===== config.mk =====
export PLATFORM = sky130hd
export DESIGN_NAME = flash_host_ctrl
export DESIGN_NICKNAME = d
export VERILOG_FILES = /design/src/flash_host_pkg.sv /design/src/flash_host_ctrl.sv /design/src/ahb_lite_reg_port.sv /design/src/flash_cycle_engine.sv
export SDC_FILE = /design/constraint.sdc
export NUM_CORES = 1
export LEC_CHECK = 0
export BUFFER_PORTS_ARGS = -buffer_cell sky130_fd_sc_hd__buf_2
export CORE_UTILIZATION = 30
export DETAILED_ROUTE_END_ITERATION = 8
export GPL_ROUTABILITY_DRIVEN = 0
export GPL_TIMING_DRIVEN = 1
export HOLD_SLACK_MARGIN = 0.02
export PLACE_DENSITY = 0.47
export SLEW_MARGIN = 30
export SYNTH_ARGS = -nofsm -noshare
export SYNTH_HDL_FRONTEND = slang
export SYNTH_HIERARCHICAL = 1
export SYNTH_SLANG_ARGS = --single-unit

===== constraint.sdc =====
create_clock -name sys_clk_i -period 3.75 [get_ports sys_clk_i]
set_input_delay 0.75 -clock sys_clk_i [delete_from_list [all_inputs] [get_ports sys_clk_i]]
set_output_delay 0.75 -clock sys_clk_i [all_outputs]
set_load 0.01 [all_outputs]

===== src/flash_host_pkg.sv =====
// Constants, types and register map for the parallel flash host controller
//------------------------------------------------------------------------------
// Function
// - Read-mode commands work at any supply; reset pin must stay high meanwhile.
// - Identifier mode lasts until the host writes another valid command.
// - Status latches on falling strobe; host raises strobe before next read.
// - Extended status latches on last falling strobe; host reissues command to refresh.
// - Block status valid only while ready flag is 1; erase failure marks block.
//------------------------------------------------------------------------------
package flash_host_pkg;

	//------------------------------------------------------------------------------
	// Register map, byte addresses on the AHB-Lite port
	//------------------------------------------------------------------------------
	localparam logic [7:0] REG_CTRL = 8'h00;
	localparam logic [7:0] REG_ADDR = 8'h04;
	localparam logic [7:0] REG_WDATA = 8'h08;
	localparam logic [7:0] REG_RDATA = 8'h0C;
	localparam logic [7:0] REG_STATUS = 8'h10;

	// Control register fields
	localparam int CTRL_START_BIT = 0;
	localparam int CTRL_OP_LSB = 1;
	localparam int CTRL_OP_MSB = 4;
	localparam int CTRL_BYTE_MODE_BIT = 5;
	localparam int CTRL_POWERDOWN_BIT = 6;

	// Status register fields
	localparam int STAT_BUSY_BIT = 0;
	localparam int STAT_DONE_BIT = 1;
	localparam int STAT_REFUSED_BIT = 2;
	localparam int STAT_TIMEOUT_BIT = 3;
	localparam int STAT_READY_BIT = 4;
	localparam int STAT_MODE_LSB = 8;
	localparam int STAT_MODE_MSB = 10;

	// Reset values
	localparam logic [15:0] RDATA_RESET = 16'h0000;
	localparam logic [20:0] ADDR_RESET = 21'h000000;

	//------------------------------------------------------------------------------
	// Flash command bytes and query layout
	//------------------------------------------------------------------------------
	localparam logic [7:0] CMD_READ_ARRAY = 8'hFF;
	localparam logic [7:0] CMD_READ_IDENT = 8'h90;
	localparam logic [7:0] CMD_QUERY = 8'h98;
	localparam logic [7:0] CMD_READ_STATUS = 8'h70;
	localparam logic [7:0] CMD_CLEAR_STATUS = 8'h50;
	localparam logic [7:0] CMD_MULTI_WRITE = 8'hE8;
	localparam logic [20:0] QUERY_BLOCK_STATUS_OFS = 21'h000002;
	localparam int READY_FLAG_BIT = 7;
	localparam logic [7:0] POLL_LIMIT = 8'hFF;

	//------------------------------------------------------------------------------
	// Bus cycle timing, 25 MHz system clock
	//------------------------------------------------------------------------------
	localparam int CLK_PERIOD_NS = 40;
	localparam int ADDR_SETUP_NS = 10;
	localparam int STROBE_LOW_NS = 60;
	localparam int READ_ACCESS_NS = 100;
	localparam int RECOVER_NS = 30;
	localparam logic [3:0] ADDR_SETUP_CYC = 4'((ADDR_SETUP_NS + CLK_PERIOD_NS - 1) / CLK_PERIOD_NS);
	localparam logic [3:0] STROBE_LOW_CYC = 4'((STROBE_LOW_NS + CLK_PERIOD_NS - 1) / CLK_PERIOD_NS);
	localparam logic [3:0] READ_ACCESS_CYC = 4'((READ_ACCESS_NS + CLK_PERIOD_NS - 1) / CLK_PERIOD_NS);
	localparam logic [3:0] RECOVER_CYC = 4'((RECOVER_NS + CLK_PERIOD_NS - 1) / CLK_PERIOD_NS);

	//------------------------------------------------------------------------------
	// Types
	//------------------------------------------------------------------------------
	typedef enum logic [3:0] {
		OP_WRITE = 4'h0,
		OP_READ = 4'h1,
		OP_STATUS = 4'h2,
		OP_EXT_STATUS = 4'h3,
		OP_CLEAR = 4'h4,
		OP_QUERY = 4'h5,
		OP_IDENT = 4'h6,
		OP_BLOCK_STATUS = 4'h7,
		OP_ARRAY = 4'h8
	} host_op_t;

	typedef enum logic [2:0] {
		MODE_ARRAY = 3'h0,
		MODE_IDENT = 3'h1,
		MODE_STATUS = 3'h2,
		MODE_EXT_STATUS = 3'h3,
		MODE_QUERY = 3'h4
	} read_mode_t;

	typedef enum logic [2:0] {
		SEQ_IDLE = 3'b000,
		SEQ_CMD1 = 3'b001,
		SEQ_READ1 = 3'b011,
		SEQ_CMD2 = 3'b010,
		SEQ_READ2 = 3'b110
	} seq_state_t;

	typedef enum logic [2:0] {
		CYC_IDLE = 3'b000,
		CYC_SETUP = 3'b001,
		CYC_STROBE = 3'b011,
		CYC_HOLD = 3'b010,
		CYC_RECOVER = 3'b110
	} cycle_state_t;

endpackage


===== src/flash_host_ctrl.sv =====
// Host-side controller issuing read-mode command sequences to a parallel flash
`timescale 1ns/1ps
module flash_host_ctrl (
	input wire logic sys_clk_i,
	input wire logic rst_i,
	input wire logic ce_i,
	input wire logic hsel_i,
	input wire logic [31:0] haddr_i,
	input wire logic [1:0] htrans_i,
	input wire logic hwrite_i,
	input wire logic [2:0] hsize_i,
	input wire logic hready_i,
	input wire logic [31:0] hwdata_i,
	output logic [31:0] hrdata_o,
	output logic hreadyout_o,
	output logic hresp_o,
	input wire logic [15:0] flash_dq_i,
	output logic [15:0] flash_dq_o,
	output logic flash_dq_oe_o,
	output logic [20:0] flash_addr_o,
	output logic chip_select_a_n_o,
	output logic chip_select_b_n_o,
	output logic out_en_n_o,
	output logic write_en_n_o,
	output logic reset_powerdown_pin_n_o,
	output logic bus_x16_o
);
	import flash_host_pkg::*;

	//------------------------------------------------------------------------------
	// Helper functions
	//------------------------------------------------------------------------------

	// Query word offset to pin address; byte-wide parts see each byte twice
	function automatic logic [20:0] query_pin_addr(input logic [20:0] ofs, input logic byte_mode);
		query_pin_addr = byte_mode ? {ofs[19:0], 1'b0} : ofs;
	endfunction

	// Read source the flash takes up after a command byte
	function automatic read_mode_t mode_after(input logic [7:0] cmd, input read_mode_t cur);
		case (cmd)
			CMD_READ_ARRAY: mode_after = MODE_ARRAY;
			CMD_READ_IDENT: mode_after = MODE_IDENT;
			CMD_READ_STATUS: mode_after = MODE_STATUS;
			CMD_QUERY: mode_after = MODE_QUERY;
			CMD_MULTI_WRITE: mode_after = MODE_EXT_STATUS;
			default: mode_after = cur;
		endcase
	endfunction

	// Command byte opening each sequence other than OP_READ (no command) and OP_WRITE (sends wdata_reg)
	function automatic logic [7:0] op_command(input host_op_t op);
		case (op)
			OP_STATUS: op_command = CMD_READ_STATUS;
			OP_EXT_STATUS: op_command = CMD_MULTI_WRITE;
			OP_CLEAR: op_command = CMD_CLEAR_STATUS;
			OP_QUERY: op_command = CMD_QUERY;
			OP_IDENT: op_command = CMD_READ_IDENT;
			OP_BLOCK_STATUS: op_command = CMD_READ_STATUS;
			OP_ARRAY: op_command = CMD_READ_ARRAY;
			default: op_command = CMD_READ_ARRAY;
		endcase
	endfunction

	//------------------------------------------------------------------------------
	// Declarations
	//------------------------------------------------------------------------------
	logic [7:0] rd_addr;
	logic [31:0] rd_value;
	logic wr_en;
	logic [7:0] wr_addr;
	logic [31:0] wr_data;
	logic eng_req;
	logic eng_write;
	logic [20:0] eng_addr;
	logic [15:0] eng_wdata;
	logic eng_done;
	logic [15:0] eng_rdata;
	logic chip_sel_n;
	logic [15:0] rd_masked;

	seq_state_t state, next_state;
	host_op_t op, next_op;
	read_mode_t read_mode, next_read_mode;
	logic [20:0] addr_reg, next_addr_reg;
	logic [15:0] wdata_reg, next_wdata_reg;
	logic [15:0] rdata_reg, next_rdata_reg;
	logic byte_mode, next_byte_mode;
	logic powerdown, next_powerdown;
	logic done_flag, next_done_flag;
	logic refused_flag, next_refused_flag;
	logic timeout_flag, next_timeout_flag;
	logic ready_seen, next_ready_seen;
	logic [7:0] poll_cnt, next_poll_cnt;
	logic go;
	logic go_refused;
	logic finish;
	logic refuse_evt;
	logic timeout_evt;

	//------------------------------------------------------------------------------
	// Bus slave and flash cycle engine
	//------------------------------------------------------------------------------
	ahb_lite_reg_port u_bus (
		.sys_clk_i(sys_clk_i),
		.rst_i(rst_i),
		.ce_i(ce_i),
		.hsel_i(hsel_i),
		.haddr_i(haddr_i),
		.htrans_i(htrans_i),
		.hwrite_i(hwrite_i),
		.hsize_i(hsize_i),
		.hready_i(hready_i),
		.hwdata_i(hwdata_i),
		.rd_value_i(rd_value),
		.hrdata_o(hrdata_o),
		.hreadyout_o(hreadyout_o),
		.hresp_o(hresp_o),
		.rd_addr_o(rd_addr),
		.wr_en_o(wr_en),
		.wr_addr_o(wr_addr),
		.wr_data_o(wr_data)
	);

	flash_cycle_engine u_cycle (
		.sys_clk_i(sys_clk_i),
		.rst_i(rst_i),
		.ce_i(ce_i),
		.req_i(eng_req),
		.is_write_i(eng_write),
		.addr_i(eng_addr),
		.wdata_i(eng_wdata),
		.flash_dq_i(flash_dq_i),
		.done_o(eng_done),
		.rdata_o(eng_rdata),
		.flash_addr_o(flash_addr_o),
		.flash_dq_o(flash_dq_o),
		.flash_dq_oe_o(flash_dq_oe_o),
		.chip_sel_n_o(chip_sel_n),
		.out_en_n_o(out_en_n_o),
		.write_en_n_o(write_en_n_o)
	);

	// Both chip selects move together; the part is enabled only with both low
	assign chip_select_a_n_o = chip_sel_n;
	assign chip_select_b_n_o = chip_sel_n;
	// reset pin high
	// Pin only drops under software power-down, never while a sequence runs
	assign reset_powerdown_pin_n_o = !powerdown;
	assign bus_x16_o = !byte_mode;

	// upper byte floats
	// Byte-wide reads discard the undriven upper lines
	assign rd_masked = byte_mode ? {8'h00, eng_rdata[7:0]} : eng_rdata;

	//------------------------------------------------------------------------------
	// Register read mux
	//------------------------------------------------------------------------------
	always_comb begin
		rd_value = 32'h00000000;
		case (rd_addr)
			REG_CTRL: begin
				rd_value[CTRL_OP_MSB:CTRL_OP_LSB] = op;
				rd_value[CTRL_BYTE_MODE_BIT] = byte_mode;
				rd_value[CTRL_POWERDOWN_BIT] = powerdown;
			end
			REG_ADDR: rd_value = {11'h000, addr_reg};
			REG_WDATA: rd_value = {16'h0000, wdata_reg};
			REG_RDATA: rd_value = {16'h0000, rdata_reg};
			REG_STATUS: begin
				rd_value[STAT_BUSY_BIT] = (state != SEQ_IDLE);
				rd_value[STAT_DONE_BIT] = done_flag;
				rd_value[STAT_REFUSED_BIT] = refused_flag;
				rd_value[STAT_TIMEOUT_BIT] = timeout_flag;
				rd_value[STAT_READY_BIT] = ready_seen;
				rd_value[STAT_MODE_MSB:STAT_MODE_LSB] = read_mode;
			end
			default: rd_value = 32'h00000000;
		endcase
	end

	// Start request; refused while busy or powered down
	assign go = wr_en && (wr_addr == REG_CTRL) && wr_data[CTRL_START_BIT];
	assign go_refused = go && ((state != SEQ_IDLE) || powerdown || wr_data[CTRL_POWERDOWN_BIT]);

	//------------------------------------------------------------------------------
	// Engine request decode
	//------------------------------------------------------------------------------
	always_comb begin
		eng_req = 1'b0;
		eng_write = 1'b0;
		eng_addr = addr_reg;
		eng_wdata = 16'h0000;
		case (state)
			SEQ_CMD1: begin
				eng_req = 1'b1;
				eng_write = 1'b1;
				eng_wdata = (op == OP_WRITE) ? wdata_reg : {8'h00, op_command(op)};
			end
			SEQ_READ1: begin
				eng_req = 1'b1;
				eng_addr = (op == OP_QUERY) ? query_pin_addr(addr_reg, byte_mode) : addr_reg;
			end
			SEQ_CMD2: begin
				eng_req = 1'b1;
				eng_write = 1'b1;
				eng_wdata = {8'h00, CMD_QUERY};
			end
			SEQ_READ2: begin
				eng_req = 1'b1;
				eng_addr = query_pin_addr(addr_reg + QUERY_BLOCK_STATUS_OFS, byte_mode);
			end
			default: begin
				eng_req = 1'b0;
			end
		endcase
	end

	//------------------------------------------------------------------------------
	// Sequencer next state
	//------------------------------------------------------------------------------
	always_comb begin
		next_state = state;
		next_op = op;
		next_read_mode = read_mode;
		next_rdata_reg = rdata_reg;
		next_ready_seen = ready_seen;
		next_poll_cnt = poll_cnt;
		finish = 1'b0;
		timeout_evt = 1'b0;
		case (state)
			SEQ_IDLE: begin
				if (go && !go_refused) begin
					next_op = host_op_t'(wr_data[CTRL_OP_MSB:CTRL_OP_LSB]);
					next_poll_cnt = 8'h00;
					next_state = (next_op == OP_READ) ? SEQ_READ1 : SEQ_CMD1;
				end
			end
			SEQ_CMD1: begin
				if (eng_done) begin
					next_read_mode = mode_after(eng_wdata[7:0], read_mode);
					if (op == OP_WRITE || op == OP_CLEAR) begin
						next_state = SEQ_IDLE;
						finish = 1'b1;
					end else begin
						next_state = SEQ_READ1;
					end
				end
			end
			SEQ_READ1: begin
				if (eng_done) begin
					next_rdata_reg = rd_masked;
					if (read_mode == MODE_STATUS) begin
						next_ready_seen = rd_masked[READY_FLAG_BIT];
					end
					if (op == OP_BLOCK_STATUS) begin
						// wait for ready
						// Each poll is a fresh read cycle so the status latch reloads
						if (rd_masked[READY_FLAG_BIT]) begin
							next_state = SEQ_CMD2;
						end else if (poll_cnt == POLL_LIMIT) begin
							next_state = SEQ_IDLE;
							finish = 1'b1;
							timeout_evt = 1'b1;
						end else begin
							next_poll_cnt = poll_cnt + 8'h01;
						end
					end else begin
						next_state = SEQ_IDLE;
						finish = 1'b1;
					end
				end
			end
			SEQ_CMD2: begin
				if (eng_done) begin
					next_read_mode = MODE_QUERY;
					next_state = SEQ_READ2;
				end
			end
			SEQ_READ2: begin
				if (eng_done) begin
					next_rdata_reg = rd_masked;
					next_state = SEQ_IDLE;
					finish = 1'b1;
				end
			end
			default: begin
				next_state = SEQ_IDLE;
			end
		endcase
		// array mode after wake
		// Leaving power-down puts the flash back in array reads by itself
		if (powerdown && !next_powerdown) begin
			next_read_mode = MODE_ARRAY;
		end
	end

	//------------------------------------------------------------------------------
	// Software registers and sticky flags
	//------------------------------------------------------------------------------
	// refresh by reissue
	// Extended status op always rewrites the command before reading
	assign refuse_evt = go_refused;

	always_comb begin
		next_addr_reg = addr_reg;
		next_wdata_reg = wdata_reg;
		next_byte_mode = byte_mode;
		next_powerdown = powerdown;
		next_done_flag = done_flag;
		next_refused_flag = refused_flag;
		next_timeout_flag = timeout_flag;
		if (wr_en) begin
			case (wr_addr)
				REG_ADDR: next_addr_reg = wr_data[20:0];
				REG_WDATA: next_wdata_reg = wr_data[15:0];
				REG_CTRL: begin
					// Mode pins must not change under a running cycle
					if (state == SEQ_IDLE) begin
						next_byte_mode = wr_data[CTRL_BYTE_MODE_BIT];
						next_powerdown = wr_data[CTRL_POWERDOWN_BIT];
					end
				end
				REG_STATUS: begin
					next_done_flag = done_flag && !wr_data[STAT_DONE_BIT];
					next_refused_flag = refused_flag && !wr_data[STAT_REFUSED_BIT];
					next_timeout_flag = timeout_flag && !wr_data[STAT_TIMEOUT_BIT];
				end
				default: begin
					next_addr_reg = addr_reg;
				end
			endcase
		end
		// Set wins over a clear in the same cycle
		if (finish) begin
			next_done_flag = 1'b1;
		end
		if (refuse_evt) begin
			next_refused_flag = 1'b1;
		end
		if (timeout_evt) begin
			next_timeout_flag = 1'b1;
		end
	end

	always_ff @(posedge sys_clk_i) begin
		if (rst_i) begin
			state <= SEQ_IDLE;
			op <= OP_WRITE;
			read_mode <= MODE_ARRAY;
			addr_reg <= ADDR_RESET;
			wdata_reg <= 16'h0000;
			rdata_reg <= RDATA_RESET;
			byte_mode <= 1'b0;
			powerdown <= 1'b0;
			done_flag <= 1'b0;
			refused_flag <= 1'b0;
			timeout_flag <= 1'b0;
			ready_seen <= 1'b0;
			poll_cnt <= 8'h00;
		end else if (ce_i) begin
			state <= next_state;
			op <= next_op;
			read_mode <= next_read_mode;
			addr_reg <= next_addr_reg;
			wdata_reg <= next_wdata_reg;
			rdata_reg <= next_rdata_reg;
			byte_mode <= next_byte_mode;
			powerdown <= next_powerdown;
			done_flag <= next_done_flag;
			refused_flag <= next_refused_flag;
			timeout_flag <= next_timeout_flag;
			ready_seen <= next_ready_seen;
			poll_cnt <= next_poll_cnt;
		end
	end
endmodule


===== src/ahb_lite_reg_port.sv =====
// AHB-Lite slave front end for the controller's own registers
`timescale 1ns/1ps
module ahb_lite_reg_port (
	input wire logic sys_clk_i,
	input wire logic rst_i,
	input wire logic ce_i,
	input wire logic hsel_i,
	input wire logic [31:0] haddr_i,
	input wire logic [1:0] htrans_i,
	input wire logic hwrite_i,
	input wire logic [2:0] hsize_i,
	input wire logic hready_i,
	input wire logic [31:0] hwdata_i,
	input wire logic [31:0] rd_value_i,
	output logic [31:0] hrdata_o,
	output logic hreadyout_o,
	output logic hresp_o,
	output logic [7:0] rd_addr_o,
	output logic wr_en_o,
	output logic [7:0] wr_addr_o,
	output logic [31:0] wr_data_o
);
	import flash_host_pkg::*;

	logic wr_pend;
	logic [7:0] wr_addr;
	logic [31:0] hrdata;
	logic next_wr_pend;
	logic [7:0] next_wr_addr;
	logic [31:0] next_hrdata;
	logic take;

	// Word transfers only; other sizes pass with OKAY and no effect
	assign take = hsel_i && htrans_i[1] && hready_i && (hsize_i == 3'b010);

	// Frozen clock enable stretches the data phase instead of dropping it
	assign hreadyout_o = ce_i;
	assign hresp_o = 1'b0;
	assign rd_addr_o = haddr_i[7:0];
	assign hrdata_o = hrdata;
	assign wr_en_o = wr_pend && ce_i;
	assign wr_addr_o = wr_addr;
	assign wr_data_o = hwdata_i;

	// Address phase capture; read data is fetched early so it is a flop output
	always_comb begin
		next_wr_pend = take && hwrite_i;
		next_wr_addr = take ? haddr_i[7:0] : wr_addr;
		next_hrdata = (take && !hwrite_i) ? rd_value_i : hrdata;
	end

	always_ff @(posedge sys_clk_i) begin
		if (rst_i) begin
			wr_pend <= 1'b0;
			wr_addr <= 8'h00;
			hrdata <= 32'h00000000;
		end else if (ce_i) begin
			wr_pend <= next_wr_pend;
			wr_addr <= next_wr_addr;
			hrdata <= next_hrdata;
		end
	end
endmodule


===== src/flash_cycle_engine.sv =====
// One asynchronous flash bus cycle, read or write, timed in system clocks
`timescale 1ns/1ps
module flash_cycle_engine (
	input wire logic sys_clk_i,
	input wire logic rst_i,
	input wire logic ce_i,
	input wire logic req_i,
	input wire logic is_write_i,
	input wire logic [20:0] addr_i,
	input wire logic [15:0] wdata_i,
	input wire logic [15:0] flash_dq_i,
	output logic done_o,
	output logic [15:0] rdata_o,
	output logic [20:0] flash_addr_o,
	output logic [15:0] flash_dq_o,
	output logic flash_dq_oe_o,
	output logic chip_sel_n_o,
	output logic out_en_n_o,
	output logic write_en_n_o
);
	import flash_host_pkg::*;

	cycle_state_t state, next_state;
	logic [3:0] cnt, next_cnt;
	logic wr, next_wr;
	logic [20:0] addr, next_addr;
	logic [15:0] wdata, next_wdata;
	logic [15:0] rdata, next_rdata;

	// Pins decode the registered state only
	assign flash_addr_o = addr;
	assign flash_dq_o = wdata;
	assign flash_dq_oe_o = wr && (state != CYC_IDLE) && (state != CYC_RECOVER);
	assign chip_sel_n_o = !((state == CYC_STROBE) || (state == CYC_HOLD && wr));
	assign out_en_n_o = !(state == CYC_STROBE && !wr);
	assign write_en_n_o = !(state == CYC_STROBE && wr);
	assign rdata_o = rdata;
	assign done_o = (state == CYC_RECOVER) && (cnt == 4'h0);

	// Cycle sequencing: setup, strobe, hold, recovery
	always_comb begin
		next_state = state;
		next_cnt = cnt;
		next_wr = wr;
		next_addr = addr;
		next_wdata = wdata;
		next_rdata = rdata;
		case (state)
			CYC_IDLE: begin
				if (req_i) begin
					next_state = CYC_SETUP;
					next_cnt = ADDR_SETUP_CYC - 4'h1;
					next_wr = is_write_i;
					next_addr = addr_i;
					next_wdata = wdata_i;
				end
			end
			CYC_SETUP: begin
				if (cnt == 4'h0) begin
					next_state = CYC_STROBE;
					next_cnt = (wr ? STROBE_LOW_CYC : READ_ACCESS_CYC) - 4'h1;
				end else begin
					next_cnt = cnt - 4'h1;
				end
			end
			CYC_STROBE: begin
				if (cnt == 4'h0) begin
					next_state = CYC_HOLD;
					// Sample before the strobe rises; the latch holds across it
					if (!wr) begin
						next_rdata = flash_dq_i;
					end
				end else begin
					next_cnt = cnt - 4'h1;
				end
			end
			CYC_HOLD: begin
				// write strobe first
				// Write-enable rises a cycle before chip-select so it is the capturing edge
				next_state = CYC_RECOVER;
				next_cnt = RECOVER_CYC - 4'h1;
			end
			CYC_RECOVER: begin
				if (cnt == 4'h0) begin
					next_state = CYC_IDLE;
				end else begin
					next_cnt = cnt - 4'h1;
				end
			end
			default: begin
				next_state = CYC_IDLE;
			end
		endcase
	end

	always_ff @(posedge sys_clk_i) begin
		if (rst_i) begin
			state <= CYC_IDLE;
			cnt <= 4'h0;
			wr <= 1'b0;
			addr <= ADDR_RESET;
			wdata <= 16'h0000;
			rdata <= RDATA_RESET;
		end else if (ce_i) begin
			state <= next_state;
			cnt <= next_cnt;
			wr <= next_wr;
			addr <= next_addr;
			wdata <= next_wdata;
			rdata <= next_rdata;
		end
	end
endmodule


==> flow_metrics.tcl <==
set metrics [dict create \
    timing.critical_path.required_ns 4.14 \
    layout.cells.most_common_list "sky130_fd_sc_hd__nand2_1, sky130_fd_sc_hd__dfxtp_1, sky130_fd_sc_hd__buf_2, sky130_fd_sc_hd__nor2_1, sky130_fd_sc_hd__mux2i_1" \
    die_x_um 181 \
    avgSynthCellArea_um2 7.99 \
    via_count 8397 \
    unrepaired_setup_endpoints_after_global_routing "no" \
    layout.cells.most_common "sky130_fd_sc_hd__nand2_1" \
    io_buffer_count 131 \
    timing.final.crit_period_ns 3.04 \
    hold_path.class "flop to flop" \
    drt_drc_violations_left 0 \
    clock_path_buffers 2 \
    seqCellArea_mm2 0.00358 \
    finalNetCount 1355 \
    worst_path_largest_cell_delay_ns 0.49 \
    postCtsResizedCells 0 \
    critical_path_sink_type "flop" \
    yosys_warnings 6 \
    clock_h_tree_levels 4 \
    rows 65 \
    crit_slowest_cell "sky130_fd_sc_hd__nor3b_1" \
    clock.fmax_mhz 329 \
    finalWirelength_um 28700 \
    cp.arrival_ns 3.42 \
    chipHeight_um 181 \
    cts_buffers 17 \
    n_fill_cell 3384 \
    dr.first_iter.drc_count 571 \
    startpoint_kind_of_the_worst_setup_timing_path "flop" \
    antenna_found_initial 0 \
    worst_clock_skew_ns 0.0132 \
    initial_cell_density_of_the_core_pct 30.4 \
    drt-vias-per-instance 5.01 \
    multi_input_gate_area_in_the_final_layout_mm2 0.00535 \
    min_period_over_period_pct 80.9 \
    final_cell_area_mm2 0.0109 \
    grt_overflow_total 0 \
    critical_path.n_buffers_inverters 1 \
    fin_setup_tns_ns 0 \
    hold_path_startpoint "u_cycle/flash_addr_o[16]" \
    i_o_pin_count 169 \
    finalMaxSlewViolations 0 \
    firstDrtPassIters 5 \
    largest_register_ff_count 32 \
    worst_hold_margin_ns 0.452 \
    setup_viol 0 \
    grt_max_degree 78 \
    tritoncts_clock_tree "done" \
    floorplan.core_area_mm2 0.0316 \
    post_route_cells_drive_above_1_share_pct 16.6 \
    clk-insertion-delay-late_ns 0.45 \
    antennaDiodeCount 0 \
    mappedNetlistArea_mm2 0.00960 \
    antenna_left 0 \
    detail_route.wl_per_cell_um 17.1 \
    placed_wire_length_estimate_um 20400 \
    placement_cell_area_mm2 0.0103 \
    cts_root_buf "sky130_fd_sc_hd__clkbuf_16" \
    post_cts.repair.setup_buffers 0 \
    cts.reportedPaths.clkPinSlew_ns 0.07 \
    worst_ir_drop_vdd_uv 321 \
    worstSetupPathType "flop to flop" \
    timing_startpoint_of_the_critical_path "u_cycle/cnt[0]" \
    cap_violations 0 \
    global_route_wire_length_before_repair_um 44900 \
    die_area_mm2 0.0327 \
    final_power_mw 3.91 \
    crit_fanout 7 \
    first_global_vias 7747 \
    worstMarginPinSlew_ns 0.833 \
    leakage_power_nw 3.98 \
    grt.total_usage_pct 17.6 \
    critical_path.cell_chain "inv_1 > ha_1 > nor3b_1 > nand2_1 > nor3b_1 > nand3_1 > a21oi_2 > nand3_1 > or3_1 > a21oi_1" \
    crit_family "simple AND/OR/NAND/NOR gates" \
    synthToLayoutAreaGrowth_pct 14.0 \
    synthesis.instances 1201 \
    max_slew_margin_pct 44.5 \
    outcome "finished clean" \
    clock-sinks 179 \
    number_of_hold_slack_violations_in_the_final_timing_report 0 \
    cellPowerDensity_mw_per_mm2 358 \
    timing.rr.start "u_cycle/cnt[0]" \
    post_cts_hold_buffer_count 0 \
]
==> metal layers <==
metal  vias up  wire length [um]  track usage, %  share of wire (%)
met3        30              1230            3.55                4.3
li1       4245                 -               -                  -
met4         0               469            5.26                1.6
met1      3937             13600            23.7                 47
met2       185             13300            28.3                 47
met5         -                 0               0                  0
==> final timing paths <==
path,endpoint,cells past startpoint,slack (ns)
worst max-delay path,poll_cnt[7],10,0.71
worst min-delay path,u_cycle/flash_addr_o[16],2,0.45
worst max register to register,poll_cnt[7],10,0.71
worst min register to register,u_cycle/flash_addr_o[16],2,0.45
==> power by group <==
group | switching, mW | internal [mW]
Sequential | 0.000590 | 1.90
Combinational | 0.0876 | 0.0420
Clock | 0.829 | 1.05
==> worst register-to-register path, delay by kind of cell (launching register included) <==
| kind | cells | cell delay (ns) |
|---|---|---|
| AOI/OAI and AO/OA | 2 | 0.49 |
| adders and majority gates | 1 | 0.21 |
| and+or+nand+nor | 6 | 1.83 |
| buffers and inverters | 1 | 0.10 |
| DFF | 1 | 0.34 |
==> per-stage QoR <==
stage / cells / worst slack (ns) / util, %
6_report: 1675 / 0.715 / 34.7
5_1_grt: 1675 / 0.443 / 34.7
4_1_cts: 1675 / 0.628 / 34.7
3_3_place_gp: 1643 / 0.686 / 32.8
2_1_floorplan: 1211 / 1.10 / -
3_5_place_dp: 1643 / 0.635 / 32.8
==> area by class of cell <==
type	count	area share (%)
Timing Repair Buffer	153	7.64
Clock inverter	11	1.38
Multi-Input combinational cell	887	48.9
Inverter	22	0.755
Sequential cell	179	32.8
Tap cell	402	4.60
Clock buffer	21	4.03
Power figures use the tool's default switching activity.
